**src/rtl/acl_cfg.svh**
```systemverilog
`ifndef ACL_CFG_SVH
`define ACL_CFG_SVH
// Register indices (byte address divided by four)
`define ACL_IDX_POWER 7'h01
`define ACL_IDX_COMP 7'h05
`define ACL_IDX_RATE 7'h07
`define ACL_IDX_CLOCK 7'h06
`define ACL_IDX_GPIO 7'h08
`define ACL_IDX_SYN_N 7'h24
`define ACL_IDX_SYN_K1 7'h25
`define ACL_IDX_SYN_K2 7'h26
`define ACL_IDX_SYN_K3 7'h27
// Field positions
`define ACL_BIT_SYNTH_EN 5
`define ACL_BIT_RETURN 0
`define ACL_ADC_LAW_LO 1
`define ACL_DAC_LAW_LO 3
`define ACL_RATE_LO 1
`define ACL_BIT_CLK_SRC 8
`define ACL_GPIO_SEL_LO 0
// Reset values
`define ACL_RST_POWER 9'h000
`define ACL_RST_COMP 9'h000
`define ACL_RST_RATE 9'h000
`define ACL_RST_CLOCK 9'h140
`define ACL_RST_GPIO 9'h000
`define ACL_RST_SYN_N 9'h008
`define ACL_RST_SYN_K1 9'h00c
`define ACL_RST_SYN_K2 9'h093
`define ACL_RST_SYN_K3 9'h0e9
// Law codes and pin function
`define ACL_LAW_OFF 2'h0
`define ACL_LAW_MU 2'h2
`define ACL_LAW_A 2'h3
`define ACL_PIN_SYNTH_CLK 3'h4
// Timing: one sample period is 256 master clock periods
`define ACL_MCLK_PER_FS 256
`define ACL_FIFO_DEPTH 8
`endif

```
**src/rtl/acl_pkg.sv**
```systemverilog
`default_nettype none
package acl_pkg;
   typedef enum logic [1:0]
   {
      ACL_LAW_OFF_E = 2'b00,
      ACL_LAW_RSV_E = 2'b01,
      ACL_LAW_MU_E = 2'b10,
      ACL_LAW_A_E = 2'b11
   } acl_law_type;
   typedef enum logic [2:0]
   {
      ACL_FS48_E = 3'b000,
      ACL_FS32_E = 3'b001,
      ACL_FS24_E = 3'b010,
      ACL_FS16_E = 3'b011,
      ACL_FS12_E = 3'b100,
      ACL_FS8_E = 3'b101,
      ACL_FS_RSV6_E = 3'b110,
      ACL_FS_RSV7_E = 3'b111
   } acl_rate_type;
   typedef enum logic [0:0]
   {
      ACL_WB_IDLE_E = 1'b0,
      ACL_WB_ACK_E = 1'b1
   } acl_wb_type;
endpackage
`default_nettype wire

```
**src/rtl/acl_fifo.sv**
```systemverilog
`timescale 1ns/10ps
`default_nettype none
module acl_fifo
#(
   parameter int WIDTH = 16,
   parameter int DEPTH = 8
)
(
   input wire logic clk_i,
   input wire logic rst_i,
   input wire logic in_valid_i,
   output logic in_ready_o,
   input wire logic [WIDTH-1:0] in_data_i,
   output logic out_valid_o,
   input wire logic out_ready_i,
   output logic [WIDTH-1:0] out_data_o
);
   localparam int AW = $clog2(DEPTH);
   typedef struct packed
   {
      logic [DEPTH-1:0][WIDTH-1:0] mem;
      logic [AW-1:0] wr;
      logic [AW-1:0] rd;
      logic [AW:0] count;
   } acl_fifo_state_type;
   acl_fifo_state_type st;
   acl_fifo_state_type next_st;
   logic push;
   logic pop;
   assign in_ready_o = (st.count != (AW+1)'(DEPTH));
   assign out_valid_o = (st.count != '0);
   assign out_data_o = st.mem[st.rd];
   assign push = in_valid_i && in_ready_o;
   assign pop = out_valid_o && out_ready_i;
   always_comb
   begin
      next_st = st;
      if (push)
      begin
         next_st.mem[st.wr] = in_data_i;
         next_st.wr = (st.wr == AW'(DEPTH-1)) ? '0 : st.wr + 1'b1;
      end
      if (pop)
      begin
         next_st.rd = (st.rd == AW'(DEPTH-1)) ? '0 : st.rd + 1'b1;
      end
      if (push && !pop)
      begin
         next_st.count = st.count + 1'b1;
      end
      else if (pop && !push)
      begin
         next_st.count = st.count - 1'b1;
      end
   end
   always_ff @(posedge clk_i)
   begin
      if (rst_i)
      begin
         st <= '0;
      end
      else
      begin
         st <= next_st;
      end
   end
endmodule
`default_nettype wire

```
**src/rtl/acl_codec.sv**
```systemverilog
`timescale 1ns/10ps
`default_nettype none
`include "acl_cfg.svh"
// Combinational G.711 compressor and expander for one 16-bit word
module acl_codec
(
   input wire logic [1:0] enc_law_i,
   input wire logic [15:0] enc_lin_i,
   output logic [7:0] enc_code_o,
   input wire logic [1:0] dec_law_i,
   input wire logic [7:0] dec_code_i,
   output logic [15:0] dec_lin_o
);
   // Segment: position of the highest set bit among bits 12..6 of a magnitude, minus five (0 if none)
   function automatic logic [2:0] seg_of(input logic [12:0] mag);
      logic [2:0] s;
      s = 3'h0;
      for (int i = 1; i < 8; i++)
      begin
         if (mag[i+5])
         begin
            s = 3'(i);
         end
      end
      return s;
   endfunction
   logic [7:0] code;
   logic [15:0] lin;
   always_comb
   begin
      logic [12:0] mag;
      logic [2:0] seg;
      logic [3:0] man;
      logic sgn;
      mag = '0;
      seg = '0;
      man = '0;
      sgn = enc_lin_i[15];
      // Eight segments, finer steps near zero
      if (enc_law_i == `ACL_LAW_MU)
      begin
         mag = {(sgn ? ~enc_lin_i[14:3] : enc_lin_i[14:3]), 1'b0};
         mag = (mag > 13'h1f5f) ? 13'h1fdf : mag + 13'h0021;
         seg = seg_of(mag);
         man = mag[seg+1 +: 4];
         code = ~{sgn, seg, man};
      end
      else
      begin
         mag = {(sgn ? ~enc_lin_i[14:4] : enc_lin_i[14:4]), 2'h0};
         seg = seg_of(mag);
         man = (seg == 3'h0) ? mag[5:2] : mag[seg+1 +: 4];
         code = {~sgn, seg, man} ^ 8'h55;
      end
      enc_code_o = code;
   end
   always_comb
   begin
      logic [7:0] c;
      logic [12:0] m;
      c = '0;
      m = '0;
      if (dec_law_i == `ACL_LAW_MU)
      begin
         c = ~dec_code_i;
         m = 13'(({9'h000, c[3:0], 1'b1} + 14'h0020) << c[6:4]) - 13'h0021;
         lin = c[7] ? 16'(~{1'b0, m, 2'h0}) : {1'b0, m, 2'h0};
      end
      else
      begin
         c = dec_code_i ^ 8'h55;
         if (c[6:4] == 3'h0)
         begin
            m = {7'h00, c[3:0], 2'h2};
         end
         else
         begin
            m = 13'({8'h01, c[3:0], 1'b1} << (c[6:4] - 3'h1)) << 1;
         end
         lin = c[7] ? {1'b0, m[12:1], 3'h0} : 16'(~{1'b0, m[12:1], 3'h0});
      end
      dec_lin_o = lin;
   end
endmodule
`default_nettype wire

```
**src/rtl/acl_top.sv**
```systemverilog
`timescale 1ns/10ps
`default_nettype none
`include "acl_cfg.svh"
module acl_top
#(
   parameter int WIDTH = 16,
   parameter int DEPTH = `ACL_FIFO_DEPTH
)
(
   input wire logic clk_i,
   input wire logic rst_i,
   input wire logic wb_cyc_i,
   input wire logic wb_stb_i,
   input wire logic wb_we_i,
   input wire logic [31:0] wb_adr_i,
   input wire logic [3:0] wb_sel_i,
   input wire logic [31:0] wb_dat_i,
   output logic [31:0] wb_dat_o,
   output logic wb_ack_o,
   input wire logic adc_valid_i,
   output logic adc_ready_o,
   input wire logic [15:0] adc_data_i,
   output logic tx_valid_o,
   input wire logic tx_ready_i,
   output logic [15:0] tx_data_o,
   input wire logic rx_valid_i,
   output logic rx_ready_o,
   input wire logic [15:0] rx_data_i,
   output logic dac_valid_o,
   input wire logic dac_ready_i,
   output logic [15:0] dac_data_o,
   input wire logic ext_mclk_i,
   input wire logic synth_clk_i,
   output logic core_mclk_o,
   output logic synth_enable_o,
   output logic [3:0] synth_integer_o,
   output logic [23:0] synth_fraction_o,
   output logic [2:0] rate_code_o,
   output logic chipsel_multi_pin_o,
   output logic chipsel_multi_pin_oe_o
);
   typedef struct packed
   {
      acl_pkg::acl_wb_type wb;
      logic [31:0] rdata;
      logic [8:0] power;
      logic [8:0] comp;
      logic [8:0] rate;
      logic [8:0] clock;
      logic [8:0] gpio;
      logic [8:0] syn_n;
      logic [8:0] syn_k1;
      logic [8:0] syn_k2;
      logic [8:0] syn_k3;
      logic tx_full;
      logic [15:0] tx_word;
      logic dac_full;
      logic [15:0] dac_word;
   } acl_state_type;
   acl_state_type st;
   acl_state_type next_st;

   // Register index decode, shared by read and write
   function automatic logic [6:0] reg_index(input logic [31:0] a);
      return a[8:2];
   endfunction

   logic [7:0] enc_code;
   logic [15:0] dec_lin;
   logic [15:0] fifo_out;
   logic fifo_valid;
   logic fifo_ready;
   logic src_valid;
   logic [15:0] src_word;
   logic [15:0] rx_word;
   logic rx_take;
   logic loop_on;
   logic tx_take;
   logic [1:0] adc_law;
   logic [1:0] dac_law;
   logic wb_req;

   // ------------------------------------------------------------
   // Receive FIFO in front of the DAC path
   // ------------------------------------------------------------
   acl_fifo #(.WIDTH(WIDTH), .DEPTH(DEPTH)) u_fifo
   (
      .clk_i(clk_i),
      .rst_i(rst_i),
      .in_valid_i(src_valid),
      .in_ready_o(fifo_ready),
      .in_data_i(src_word),
      .out_valid_o(fifo_valid),
      .out_ready_i(!st.dac_full || dac_ready_i),
      .out_data_o(fifo_out)
   );

   acl_codec u_codec
   (
      .enc_law_i(adc_law),
      .enc_lin_i(adc_data_i),
      .enc_code_o(enc_code),
      .dec_law_i(dac_law),
      .dec_code_i(fifo_out[15:8]),
      .dec_lin_o(dec_lin)
   );

   // ------------------------------------------------------------
   // Data path
   // ------------------------------------------------------------
   assign loop_on = st.comp[`ACL_BIT_RETURN];
   assign adc_law = st.comp[`ACL_ADC_LAW_LO +: 2];
   assign dac_law = st.comp[`ACL_DAC_LAW_LO +: 2];
   assign tx_take = !st.tx_full || (tx_ready_i && !loop_on);
   assign adc_ready_o = loop_on ? (!st.tx_full || fifo_ready) : tx_take;
   assign tx_valid_o = st.tx_full && !loop_on;
   assign tx_data_o = st.tx_word;
   // Loop feeds the interface-format word into the receive side
   assign src_valid = loop_on ? st.tx_full : rx_valid_i;
   assign src_word = loop_on ? st.tx_word : rx_data_i;
   assign rx_ready_o = loop_on ? 1'b0 : fifo_ready;
   assign rx_take = !st.dac_full || dac_ready_i;
   assign rx_word = (dac_law[1]) ? dec_lin : fifo_out;
   assign dac_valid_o = st.dac_full;
   assign dac_data_o = st.dac_word;

   // ------------------------------------------------------------
   // Clock selection and synth outputs
   // ------------------------------------------------------------
   assign core_mclk_o = st.clock[`ACL_BIT_CLK_SRC] ? synth_clk_i
                                                    : ext_mclk_i;
   assign synth_enable_o = st.power[`ACL_BIT_SYNTH_EN];
   assign synth_integer_o = st.syn_n[3:0];
   assign synth_fraction_o = {st.syn_k1[5:0], st.syn_k2, st.syn_k3};
   assign rate_code_o = st.rate[`ACL_RATE_LO +: 3];
   assign chipsel_multi_pin_oe_o =
      (st.gpio[`ACL_GPIO_SEL_LO +: 3] == `ACL_PIN_SYNTH_CLK);
   assign chipsel_multi_pin_o = chipsel_multi_pin_oe_o &&
                                (synth_clk_i ^ st.gpio[3]);

   // ------------------------------------------------------------
   // Wishbone slave, one wait state
   // ------------------------------------------------------------
   assign wb_req = wb_cyc_i && wb_stb_i;
   assign wb_ack_o = (st.wb == acl_pkg::ACL_WB_ACK_E);
   assign wb_dat_o = st.rdata;

   always_comb
   begin
      logic [8:0] wd;
      logic [8:0] rd;
      wd = {wb_sel_i[1] ? wb_dat_i[8] : 1'b0, wb_dat_i[7:0]};
      rd = 9'h000;
      next_st = st;
      case (reg_index(wb_adr_i))
         `ACL_IDX_POWER: rd = st.power;
         `ACL_IDX_COMP: rd = st.comp;
         `ACL_IDX_RATE: rd = st.rate;
         `ACL_IDX_CLOCK: rd = st.clock;
         `ACL_IDX_GPIO: rd = st.gpio;
         `ACL_IDX_SYN_N: rd = st.syn_n;
         `ACL_IDX_SYN_K1: rd = st.syn_k1;
         `ACL_IDX_SYN_K2: rd = st.syn_k2;
         `ACL_IDX_SYN_K3: rd = st.syn_k3;
         default: rd = 9'h000;
      endcase
      case (st.wb)
         acl_pkg::ACL_WB_IDLE_E:
         begin
            if (wb_req)
            begin
               next_st.wb = acl_pkg::ACL_WB_ACK_E;
               next_st.rdata = {23'h000000, rd};
               if (wb_we_i && wb_sel_i[0])
               begin
                  if (!wb_sel_i[1])
                  begin
                     wd[8] = rd[8];
                  end
                  case (reg_index(wb_adr_i))
                     `ACL_IDX_POWER: next_st.power = wd;
                     `ACL_IDX_COMP: next_st.comp = wd;
                     `ACL_IDX_RATE: next_st.rate = wd;
                     `ACL_IDX_CLOCK: next_st.clock = wd;
                     `ACL_IDX_GPIO: next_st.gpio = wd;
                     `ACL_IDX_SYN_N: next_st.syn_n = wd;
                     `ACL_IDX_SYN_K1: next_st.syn_k1 = wd;
                     `ACL_IDX_SYN_K2: next_st.syn_k2 = wd;
                     `ACL_IDX_SYN_K3: next_st.syn_k3 = wd;
                     default: next_st.power = st.power;
                  endcase
               end
            end
         end
         acl_pkg::ACL_WB_ACK_E: next_st.wb = acl_pkg::ACL_WB_IDLE_E;
         default: next_st.wb = acl_pkg::ACL_WB_IDLE_E;
      endcase
      // Transmit stage: with mu or A law, code in top byte, zeros below; with law off, the word unchanged
      if (loop_on && st.tx_full && fifo_ready)
      begin
         next_st.tx_full = 1'b0;
      end
      else if (tx_valid_o && tx_ready_i)
      begin
         next_st.tx_full = 1'b0;
      end
      if (adc_valid_i && adc_ready_o)
      begin
         next_st.tx_full = 1'b1;
         next_st.tx_word = adc_law[1] ? {enc_code, 8'h00}
                                      : adc_data_i;
      end
      // DAC stage
      if (st.dac_full && dac_ready_i)
      begin
         next_st.dac_full = 1'b0;
      end
      if (fifo_valid && rx_take)
      begin
         next_st.dac_full = 1'b1;
         next_st.dac_word = rx_word;
      end
   end

   always_ff @(posedge clk_i)
   begin
      if (rst_i)
      begin
         st <= '0;
         st.power <= `ACL_RST_POWER;
         st.comp <= `ACL_RST_COMP;
         st.rate <= `ACL_RST_RATE;
         st.clock <= `ACL_RST_CLOCK;
         st.gpio <= `ACL_RST_GPIO;
         st.syn_n <= `ACL_RST_SYN_N;
         st.syn_k1 <= `ACL_RST_SYN_K1;
         st.syn_k2 <= `ACL_RST_SYN_K2;
         st.syn_k3 <= `ACL_RST_SYN_K3;
      end
      else
      begin
         st <= next_st;
      end
   end

   // ------------------------------------------------------------
   // Checks
   // ------------------------------------------------------------
   chk_synth_off_reset: assert property (@(posedge clk_i)
      $fell(rst_i) |-> !synth_enable_o)
      else $error("synth enable not off after reset");
   chk_clock_src_reset: assert property (@(posedge clk_i)
      $fell(rst_i) |-> st.clock[`ACL_BIT_CLK_SRC])
      else $error("clock source not synth after reset");
   chk_loop_no_tx: assert property (@(posedge clk_i) disable iff (rst_i)
      loop_on |-> !tx_valid_o && !rx_ready_o)
      else $error("transmit active during loop");
   chk_loop_source: assert property (@(posedge clk_i) disable iff (rst_i)
      loop_on |-> src_word == st.tx_word)
      else $error("loop source wrong");
   chk_code_msb: assert property (@(posedge clk_i) disable iff (rst_i)
      adc_valid_i && adc_ready_o && adc_law[1] |=>
      tx_data_o[7:0] == 8'h00)
      else $error("code not in top byte");
   chk_plain_pass: assert property (@(posedge clk_i) disable iff (rst_i)
      adc_valid_i && adc_ready_o && adc_law == `ACL_LAW_OFF |=>
      tx_data_o == $past(adc_data_i))
      else $error("plain word altered");
   chk_wb_ack_once: assert property (@(posedge clk_i) disable iff (rst_i)
      wb_ack_o |=> !wb_ack_o)
      else $error("ack held two cycles");
   chk_wb_ack_time: assert property (@(posedge clk_i) disable iff (rst_i)
      wb_req && !wb_ack_o |=> wb_ack_o)
      else $error("ack late");
   chk_mu_zero: assert property (@(posedge clk_i) disable iff (rst_i)
      adc_law == `ACL_LAW_MU && adc_data_i == 16'h0000 |->
      enc_code == 8'hff)
      else $error("mu zero code wrong");
endmodule
`default_nettype wire

```
**config.mk**
```make
export PLATFORM = sky130hd
export DESIGN_NAME = acl_top
export DESIGN_NICKNAME = d
export VERILOG_FILES = /design/src/rtl/acl_pkg.sv /design/src/rtl/acl_fifo.sv /design/src/rtl/acl_codec.sv /design/src/rtl/acl_top.sv
export VERILOG_INCLUDE_DIRS = /design/src /design/src/rtl
export SDC_FILE = /design/constraint.sdc
export NUM_CORES = 1
export LEC_CHECK = 0
export ABC_AREA = 1
export BUFFER_PORTS_ARGS = -buffer_cell sky130_fd_sc_hd__buf_2
export CORE_UTILIZATION = 40
export DETAILED_ROUTE_END_ITERATION = 8
export GPL_TIMING_DRIVEN = 0
export PLACE_DENSITY = 0.57
export SLEW_MARGIN = 0
export SYNTH_ARGS = -nofsm -noshare
export SYNTH_HDL_FRONTEND = slang
export SYNTH_SLANG_ARGS = --single-unit
export TNS_END_PERCENT = 10
```
**constraint.sdc**
```tcl
create_clock -name clk_i -period 3.2 [get_ports clk_i]
set_input_delay 0.32 -clock clk_i [delete_from_list [all_inputs] [get_ports clk_i]]
set_output_delay 0.32 -clock clk_i [all_outputs]
set_load 0.005 [all_outputs]
```
==> qor.yml, run 1 <==
synth.avg_cell_area_um2: 6.89
cts_tree: "done"
setup_ws_ns: 0.287
synth.cell_area_um2: 14200
seq_area_frac_synth: 0.372
drt_pre_antenna_iters: 6
cts_buffers: 30
core_area_um2: 34700
die_x_um: 190
totalPowerFinal_uw: 13300
synth_top_area_frac: 0.372
vdd_drop_max_uv: 479
cts_max_level: 1
viasPerCell: 5.25
synthTopCellsByArea: "dfxtp_1 37%, o21ai_0 10%, a21oi_1 10%, nand2_1 9.5%, inv_1 6.5%"
hpwl_um: 36100
yosysTopAreaCell: "dfxtp_1"
grt_pass1_wl_um: 73500
synth_cells: 2056
synth_ff_type: "dfxtp_1"
io_pins: 215
rows: 68
outcome: "complete, no violations"
cp-start-kind: "register"
placed_area_um2: 15500
tightest_slew_ns: 1.03
synthTopCellsByCount: "359 x nand2_1, 294 x o21ai_0, 289 x a21oi_1"
relSlewSlack: 0.309
stdcell_area_um2: 16600
fin_nets: 2376
drc: 0
setup-tns-final_ns: 0
hold-worst-slack_ns: 0.0179
grt_max_degree: 15
cellPowerDensity_nw_per_um2: 802
crit_type: "reg -> reg"
slowest_delay_ns: 0.41
clk_latency_ns: 0.55
final-max-slew-violation-count: 0
synth_most_common_cell: "nand2_1"
drive_gt1_frac: 0.158
synth_edf_count: 0
synth-async-reset-ratio: 0
setup_violations: 0
fmax_mhz: 343
cts.clk_slew.worst_paths_ns: 0.06
syn_to_final_growth_pct: 16.9
start_util: 0.408
cts_num_sinks: 263
maxCapViolations: 0
first_iter_violations: 1022
end_kind: "register"
grt_overflow_total: 0
path_cells: "inv_4 -> buf_2 -> nand2_1 -> nand3_1 -> nand3_1 -> nand2_1 -> inv_1 -> nand2_1 -> nand3_1 -> nand3_1 -> o21ai_1 -> nand2_1 -> nand2_1 -> nand2_1 -> o21ai_1 -> o21ai_0 -> o21ai_1 -> inv_1"
pre_cts_slack_ns: -0.181
fin_crit_sh: 0.910
ys_ff_latch: 263
cts_buffer_depth: 3
cpMostUsedCell: "nand2_1"
wl_per_cell_um: 17.6
skew_ns: 0.0111
n_antenna_cell: 0
dr_total_vias: 14326
rsz0062_at_grt: "false"
cp_data_arrival_time_ns: 3.35
ys_warn_count: 0
cp.required_ns: 3.64
root_buffer: "clkbuf_16"
port_buffers: 139
slowest_stage: "dfxtp_2"
drtAntennaViolNets: 0
p_leak_uw: 0.00725
gp_congestion: 0.917
hp-class: "in -> reg"
die_h_um: 190
drt_wl_total_um: 48000
ys_types: 59
grt_pass1_vias: 12982
worstPathMaxFanout: 10
fin_crit_ns: 2.91
die_area_um2: 36200
track_usage: 0.261
antenna_found_initial: 0
hold_violations: 0
area by class of cell:
class | count | area [µm²]
plain buffers | 203 | 1210
well taps | 455 | 569
fillers | 3675 | 18100
clock inverters | 5 | 55.1
multi-input cells | 1351 | 6830
inverters | 260 | 988
clock buffers | 50 | 927
repair buffers | 143 | 728
flip-flops and latches | 263 | 5270
routing by layer:
| metal | share of wire | vias to the layer above | global-route usage |
|---|---|---|---|
| met5 | 0 | - | 0 |
| met4 | 0.031 | 0 | 0.0865 |
| met3 | 0.062 | 69 | 0.0313 |
| met2 | 0.46 | 486 | 0.423 |
| met1 | 0.45 | 6673 | 0.358 |
| li1 | - | 7098 | - |
report_power, final:
group / leakage, µW / switching [µW] / internal (µW)
sequential: 0.00214 / 179 / 3560
clock: 0.000475 / 1390 / 2040
combinational: 0.00464 / 4120 / 2000
cell usage in the layout (no fill, tap or decap), types with 11 or more instances in the layout:
master	instances
nand3_1	128
o211ai_1	34
buf_2	147
nand2_1	357
a221oi_1	14
a21oi_1	289
nor2_1	81
conb_1	23
clkbuf_16	31
o21ai_0	294
dfxtp_1	261
inv_1	243
ha_1	12
buf_4	102
o21ai_1	11
nand4_1	14
clkbuf_1	93
worst max-delay path: cells and delay by family, from the launching register on:
family / cells / cell delay [ns]
buffers and inverters: 4 / 0.50
AND/OR/NAND/NOR: 10 / 1.16
AO/OA/AOI/OAI: 4 / 0.72
flip-flops: 1 / 0.41
what timing repair did:
| item | in CTS | in global routing |
|---|---|---|
| buffers inserted | 0 | 3 |
| setup endpoints to repair | 1 | 7 |
| resized for setup | 1 | 16 |
| pin swaps | 0 | 1 |
| hold buffers | 1 | 0 |
| hold endpoints to repair | 1 | 0 |
per-stage QoR:
step                      cells   util
after CTS                  2727  0.476
after global placement     2672  0.447
after floorplan            2078      -
final                      2730  0.477
after global routing       2730  0.477
after detailed placement   2672  0.447
path summary, 6_finish.rpt:
path / slack (ns) / startpoint / end / cells after the start
worst max-delay path: 0.29 / u_fifo.st[4] / dac_data_o[7] / 18
worst min-delay path: 0.02 / adc_valid_i / st[33] / 3
worst max register to register: 0.29 / u_fifo.st[4] / dac_data_o[7] / 18
worst min register to register: 0.44 / u_fifo.st[74] / u_fifo.st[74] / 2
registers in the layout (all words and copies together) (netlist names):
register	flops
dac_law	2
rate_code_o	3
adc_law	2
st	45
synth_enable_o	1
dac_data_o	16
synth_integer_o	4
wb_dat_o	9
u_fifo.st	138
loop_on	1
dac_valid_o	1
tx_data_o	16
synth_fraction_o	24
wb_ack_o	1
cells by family (layout without fill, tap and decap cells):
kind of cell	Yosys count	after routing	synth area share
adder cells (fa/ha/maj)	13	13	0.0120
buffers and inverters	464	661	0.153
AO/OA/AOI/OAI	677	677	0.258
AND/OR/NAND/NOR	617	617	0.186
other	1	23	0.000265
XOR/XNOR	20	20	0.0187
flip-flops	263	263	0.372
multiplexers	1	1	0.000706
Note: power is estimated with default switching activity, not from simulation.
==> run 2: changes to the inputs <==
--- a/config.mk
+++ b/config.mk
@@ -6,12 +6,12 @@
 export SDC_FILE = /design/constraint.sdc
 export NUM_CORES = 1
 export LEC_CHECK = 0
-export ABC_AREA = 1
+export ABC_AREA = 0
 export BUFFER_PORTS_ARGS = -buffer_cell sky130_fd_sc_hd__buf_2
-export CORE_UTILIZATION = 40
+export CORE_UTILIZATION = 39
 export DETAILED_ROUTE_END_ITERATION = 8
 export GPL_TIMING_DRIVEN = 0
-export PLACE_DENSITY = 0.57
+export PLACE_DENSITY = 0.56
 export SLEW_MARGIN = 0
 export SYNTH_ARGS = -nofsm -noshare
 export SYNTH_HDL_FRONTEND = slang
==> run 2 against run 1 <==
Against the previous run: the run now ends with setup timing left; clock-buffer cell count decreased by 12; combinational power decreased by 34%; sequential power decreased by 2%; die area increased by 5.5%; sequential cell count unchanged; global-route usage decreased by 1.3 points; via count decreased by 8.8%; critical path type unchanged; highest routed layer unchanged.
==> qor.yml, run 2 <==
synth_most_common_cell: "nor2_1"
seq_area_frac_synth: 0.361
gp_congestion: 0.926
synth.avg_cell_area_um2: 8.85
synth-xor-area-share: 0.0198
relSlewSlack: 0.114
utilization: 0.473
worstPathMaxFanout: 12
rsz0062_at_grt: "true"
io_pins: 215
startpoint: "u_fifo.st[4]"
setup_ws_ns: -0.325
cts_tree: "done"
fillerInstances: 3592
grt_max_degree: 15
synthAdderAreaFrac: 0.0117
cellPowerDensity_nw_per_um2: 645
wl_per_cell_um: 20.4
cts_num_sinks: 263
regMostFlops: "u_fifo.st"
grt_overflow_total: 0
track_usage: 0.247
synth.cell_area_um2: 14600
vdd_drop_max_uv: 323
synth_compound_area_frac: 0.181
cp.required_ns: 3.67
die_h_um: 195
fmax_mhz: 284
cts_buffer_depth: 3
hold_path_end: "dac_data_o[12]"
end_kind: "register"
first_iter_violations: 980
cts_max_level: 1
hp-class: "in -> reg"
die_area_um2: 38200
n_antenna_cell: 0
synth_cells: 1648
path_cells: "buf_12 -> mux4_2 -> mux2i_4 -> inv_2 -> buf_8 -> clkbuf_16 -> ha_4 -> or3_4 -> o311ai_4 -> o21ai_4 -> xnor2_1 -> mux2_4 -> xnor2_2 -> a211oi_2 -> o21a_1"
clk_latency_ns: 0.57
drc: 0
violations: "setup timing"
min-delay-start: "rst_i"
synth_ff_type: "dfxtp_1"
slowest_stage: "mux4_2"
fin_crit_ns: 3.52
seqCellArea_um2: 5270
largest_register_ffs: 138
tightest_slew_ns: 1.29
drt_wl_total_um: 47700
grt_pass1_vias: 12420
hold-worst-slack_ns: 0.109
p_leak_uw: 0.00653
dr_total_vias: 13065
totalPowerFinal_uw: 11200
cp-start-kind: "register"
cts.clk_slew.worst_paths_ns: 0.06
ys_ff_latch: 263
synthTopCellsByArea: "dfxtp_1 36%, mux2i_1 9.1%, a211oi_1 7.5%, nor2_1 7.1%, mux4_2 6.2%"
rows: 70
synth_mux_area_frac: 0.178
r2r_end: "dac_data_o[7]"
cp_data_arrival_time_ns: 4.00
skew_ns: 0.0495
reg2regPathDepth: 15
drt_pre_antenna_iters: 5
place_inst: 2267
synthTopCellsByCount: "277 x nor2_1, 263 x dfxtp_1, 146 x a211oi_1"
synth-async-reset-ratio: 0
ys_types: 89
drive_gt1_frac: 0.231
core_area_um2: 36700
final_cell_mix: "274 x nor2_1, 261 x dfxtp_1, 144 x a211oi_1"
start_util: 0.397
stdcell_count: 2337
r2r_slack_ns: -0.32
die_x_um: 195
slowest_delay_ns: 0.55
hpwl_um: 34800
ys_warn_count: 0
synth_top_family_by_area: "compound AO/OA/AOI/OAI gates"
multi_input_area_um2: 8230
final_common_cell: "nor2_1"
viasPerCell: 5.59
crit_type: "reg -> reg"
final-max-slew-violation-count: 0
antenna_found_initial: 0
root_buffer: "clkbuf_16"
synth-simple-area-share: 0.154
fin_crit_sh: 1.10
setup_violations: 12
synth_edf_count: 0
synth_top_area_frac: 0.361
maxCapViolations: 0
outcome: "complete, but fails checks"
yosysTopAreaCell: "dfxtp_1"
r2r_start: "u_fifo.st[4]"
pre_cts_slack_ns: -0.593
syn_to_final_growth_pct: 19.0
fin_nets: 1975
cts_buffers: 28
drtAntennaViolNets: 0
port_buffers: 129
min_path_cells: 3
grt_pass1_wl_um: 73800
hold_violations: 0
==> run 2: cell count changes in the layout (fill, tap and decap cells not counted), moves of 137 or more <==
cell,change
a211oi_1,+137
o21ai_0,-261
a21oi_1,-220
inv_1,-226
nor2_1,+193
nand2_1,-252
==> run 2: through the flow <==
step,cell area (µm²),setup TNS (ns)
floorplan,14700,0
global placement,16000,-11.47
CTS,17200,-2.42
detailed placement,16000,-11.90
finish,17400,-2.41
global route,17400,-4.88
==> run 2: how the worst max path moves through the flow <==
stage / cells past startpoint / end
after floorplan: 15 / dac_data_o[7]
after global placement: 15 / dac_data_o[12]
after detailed placement: 14 / dac_data_o[10]
after CTS: 15 / dac_data_o[13]
after global routing: 15 / dac_data_o[7]
final: 15 / dac_data_o[7]
==> run 2: layout make-up <==
class | count | share of cell area
Multi-Input combinational cell | 1153 | 0.474
Sequential cell | 263 | 0.304
Buffer | 232 | 0.0794
Timing Repair Buffer | 151 | 0.0476
Clock buffer | 38 | 0.0460
Tap cell | 468 | 0.0337
Clock inverter | 10 | 0.0110
Inverter | 22 | 0.00483
==> run 2: critical path: cells and delay by family, from the launching register on <==
family,cells,cell delay (ns)
DFF,1,0.36
AOI/OAI and AO/OA,4,0.58
xor gates and xnor gates,2,0.27
and+or+nand+nor,1,0.37
buffers and inverters,4,0.52
muxes,3,1.18
adders and majority gates,1,0.16
==> run 2: routing by layer <==
layer | GRT usage | up-vias | wire length (µm)
met4 | 0.0709 | 0 | 1290
met3 | 0.0280 | 75 | 2870
met2 | 0.390 | 516 | 21200
met5 | 0 | - | 0
li1 | - | 6222 | -
met1 | 0.355 | 6252 | 22300
==> run 2: what timing repair did <==
action | 4_1_cts | 5_1_grt
resized for setup | 31 | 22
hold buffers | 1 | 0
pin swaps | 4 | 2
setup buffers | 17 | 4
endpoints found under the setup margin | 17 | 20
endpoints found under the hold margin | 1 | 0
==> run 2: power by group <==
group | leakage (µW) | internal, µW | switching (µW)
Clock | 0.000486 | 2140 | 1390
Combinational | 0.00391 | 1770 | 2250
Sequential | 0.00213 | 3480 | 170
==> run 2: logic make-up (layout without fill, tap and decap cells) <==
kind of cell	count (synthesis)	after routing
AO/OA/AOI/OAI	374	374
other	1	23
AND/OR/NAND/NOR	511	511
buffers and inverters	254	453
flip-flops	263	263
XOR/XNOR	33	33
multiplexers	199	199
adder cells (fa/ha/maj)	13	13
==> run 3: changes to the inputs <==
--- a/config.mk
+++ b/config.mk
@@ -9,11 +9,13 @@
 export ABC_AREA = 0
 export BUFFER_PORTS_ARGS = -buffer_cell sky130_fd_sc_hd__buf_2
 export CORE_UTILIZATION = 39
+export CTS_CLUSTER_SIZE = 30
 export DETAILED_ROUTE_END_ITERATION = 8
 export GPL_TIMING_DRIVEN = 0
 export PLACE_DENSITY = 0.56
+export REMOVE_ABC_BUFFERS = 1
 export SLEW_MARGIN = 0
 export SYNTH_ARGS = -nofsm -noshare
 export SYNTH_HDL_FRONTEND = slang
 export SYNTH_SLANG_ARGS = --single-unit
-export TNS_END_PERCENT = 10
+export TNS_END_PERCENT = 50
==> run 3 against run 2 <==
Against the previous run: the run still ends with setup timing left; clock power down 5%; cell count decreased by 7.2%; routed wire length decreased by 14%; register-to-register slack improved by 0.19 ns; first-iteration DRC count is 7.2% lower; sequential power about the same; sequential cell count stayed put; non-clock buffer count shrank 178; sequential share of layout area rose by 0.91 points; critical endpoint unchanged; largest power group unchanged.
==> qor.yml, run 3 (same netlist as run 2, synthesis figures left out) <==
stdcell_area_um2: 16900
fillerInstances: 3538
io_pins: 215
startpoint: "u_fifo.st[4]"
grt_pass1_wl_um: 63700
hpwl_um: 27000
n_antenna_cell: 0
fin_nets: 1801
drt_pre_antenna_iters: 5
violations: "setup timing"
crit_type: "reg -> reg"
cp.depth: 14
slowest_delay_ns: 0.55
start_util: 0.397
placed_area_um2: 15100
busiest_layer: "met2"
fin_crit_ns: 3.33
outcome: "complete, but fails checks"
gp_congestion: 0.905
setup-tns-final_ns: -0.226
cellPowerDensity_nw_per_um2: 657
syn_to_final_growth_pct: 15.8
grt_pass1_vias: 11287
fmax_mhz: 300
cp.required_ns: 3.63
hold-worst-slack_ns: 0.0899
die_x_um: 195
rsz0062_at_grt: "true"
cp_data_arrival_time_ns: 3.77
drt_wl_total_um: 41000
crit_buf_inv: 3
p_switching_uw: 3780
core_area_um2: 36700
port_buffers: 141
drc: 0
die_h_um: 195
path_cells: "buf_12 -> mux4_2 -> mux2i_4 -> buf_6 -> inv_8 -> ha_4 -> or3_4 -> o311ai_4 -> o21ai_2 -> xnor2_1 -> mux2_4 -> xnor2_2 -> a211oi_2 -> o21a_1"
dr_total_vias: 12019
cts.clk_slew.worst_paths_ns: 0.06
end_kind: "register"
r2r_start: "u_fifo.st[4]"
tightest_slew_ns: 1.25
slowest_stage: "mux4_2"
hold_violations: 0
critical-path-top-delay-family: "multiplexers"
grt_overflow_total: 0
cts_buffer_depth: 3
met1_usage: 0.294
antenna_found_initial: 0
maxCapViolations: 0
r2r_end: "dac_data_o[7]"
cts_tree: "done"
wl_per_cell_um: 18.9
min-delay-start: "adc_valid_i"
reg2regPathDepth: 14
skew_ns: 0.0176
first_iter_violations: 909
totalPowerFinal_uw: 11100
setup_ws_ns: -0.133
die_area_um2: 38200
grt_max_degree: 141
cts_buffers: 29
rows: 70
relSlewSlack: 0.165
p_comb_frac: 0.372
cp-start-kind: "register"
root_buffer: "clkbuf_16"
clk_latency_ns: 0.56
cts_num_sinks: 263
final-max-slew-violation-count: 0
cts_max_level: 1
final_common_cell: "nor2_1"
grt.met2_usage: 0.341
fin_crit_sh: 1.04
pwr-share-clk: 0.300
final_cell_mix: "271 x nor2_1, 259 x dfxtp_1, 143 x a211oi_1"
r2r_slack_ns: -0.13
vdd_drop_max_uv: 404
crit_path_end: "dac_data_o[7]"
largest_register_ffs: 138
p_leak_uw: 0.00617
viasPerCell: 5.54
p_seq_frac: 0.328
swShare: 0.340
drtAntennaViolNets: 0
drive_gt1_frac: 0.240
regMostFlops: "u_fifo.st"
hp-class: "in -> reg"
track_usage: 0.208
grt_use_met3: 0.0195
p_int_uw: 7320
setup_violations: 4
worstPathMaxFanout: 6
==> run 3: area by class of cell <==
class,count,area (µm²),share of cell area
inverters,22,97.6,0.00578
multi-input cells,1155,8460,0.501
well taps,468,586,0.0347
clock buffers,42,875,0.0518
repair buffers,205,1490,0.0880
repair inverters,1,3.75,0.000222
flip-flops and latches,263,5280,0.313
clock inverters,12,96.3,0.00571
==> run 3: repair_timing <==
action / in CTS / in global routing
hold buffers: 0 / 0
gates resized for setup: 35 / 49
setup endpoints to repair: 132 / 29
setup buffers: 18 / 21
pin swaps: 6 / 21
gates cloned: 3 / 1
==> run 3: stage by stage <==
stage          cells  setup slack, ns  utilization
2_1_floorplan   1438            -1.75            -
6_report        2168           -0.133        0.460
4_1_cts         2146           -0.127        0.447
3_3_place_gp    2047            -3.42        0.400
5_1_grt         2168           -0.228        0.460
3_5_place_dp    2071            -1.91        0.411
==> run 3: power by group through the flow <==
| stage | Sequential [µW] | Combinational [µW] | Clock [µW] |
|---|---|---|---|
| final | 3640 | 4130 | 3330 |
| after global routing | 3670 | 4450 | 3550 |
| after CTS | 3640 | 3650 | 3410 |
| after detailed placement | 3760 | 3210 | 0 |
| after global placement | 3900 | 2950 | 0 |
| after floorplan | 3790 | 2130 | 0 |
==> run 3: routing by layer <==
metal  vias to the layer above  wire length, µm
li1                       5891                -
met4                         0              758
met3                        62             1750
met2                       330            18900
met5                         -                0
met1                      5736            19500
==> run 3: how the worst min path moves through the flow <==
stage / endpoint / slack (ns) / cells after the start
4_1_cts: st[33] / 0.06 / 3
6_report: st[33] / 0.09 / 3
3_3_place_gp: st[105] / 0.44 / 2
5_1_grt: dac_valid_o / 0.1 / 3
3_5_place_dp: st[102] / 0.45 / 2
2_1_floorplan: adc_law[0] / 0.39 / 1
==> run 3: worst register-to-register path, cell delays in order (launching register included) <==
cell and delay [ns]:
dfxtp_4 0.37, buf_12 0.13, mux4_2 0.55, mux2i_4 0.25
buf_6 0.16, inv_8 0.04, ha_4 0.17, or3_4 0.37
o311ai_4 0.10, o21ai_2 0.14, xnor2_1 0.17, mux2_4 0.29
xnor2_2 0.14, a211oi_2 0.09, o21a_1 0.23
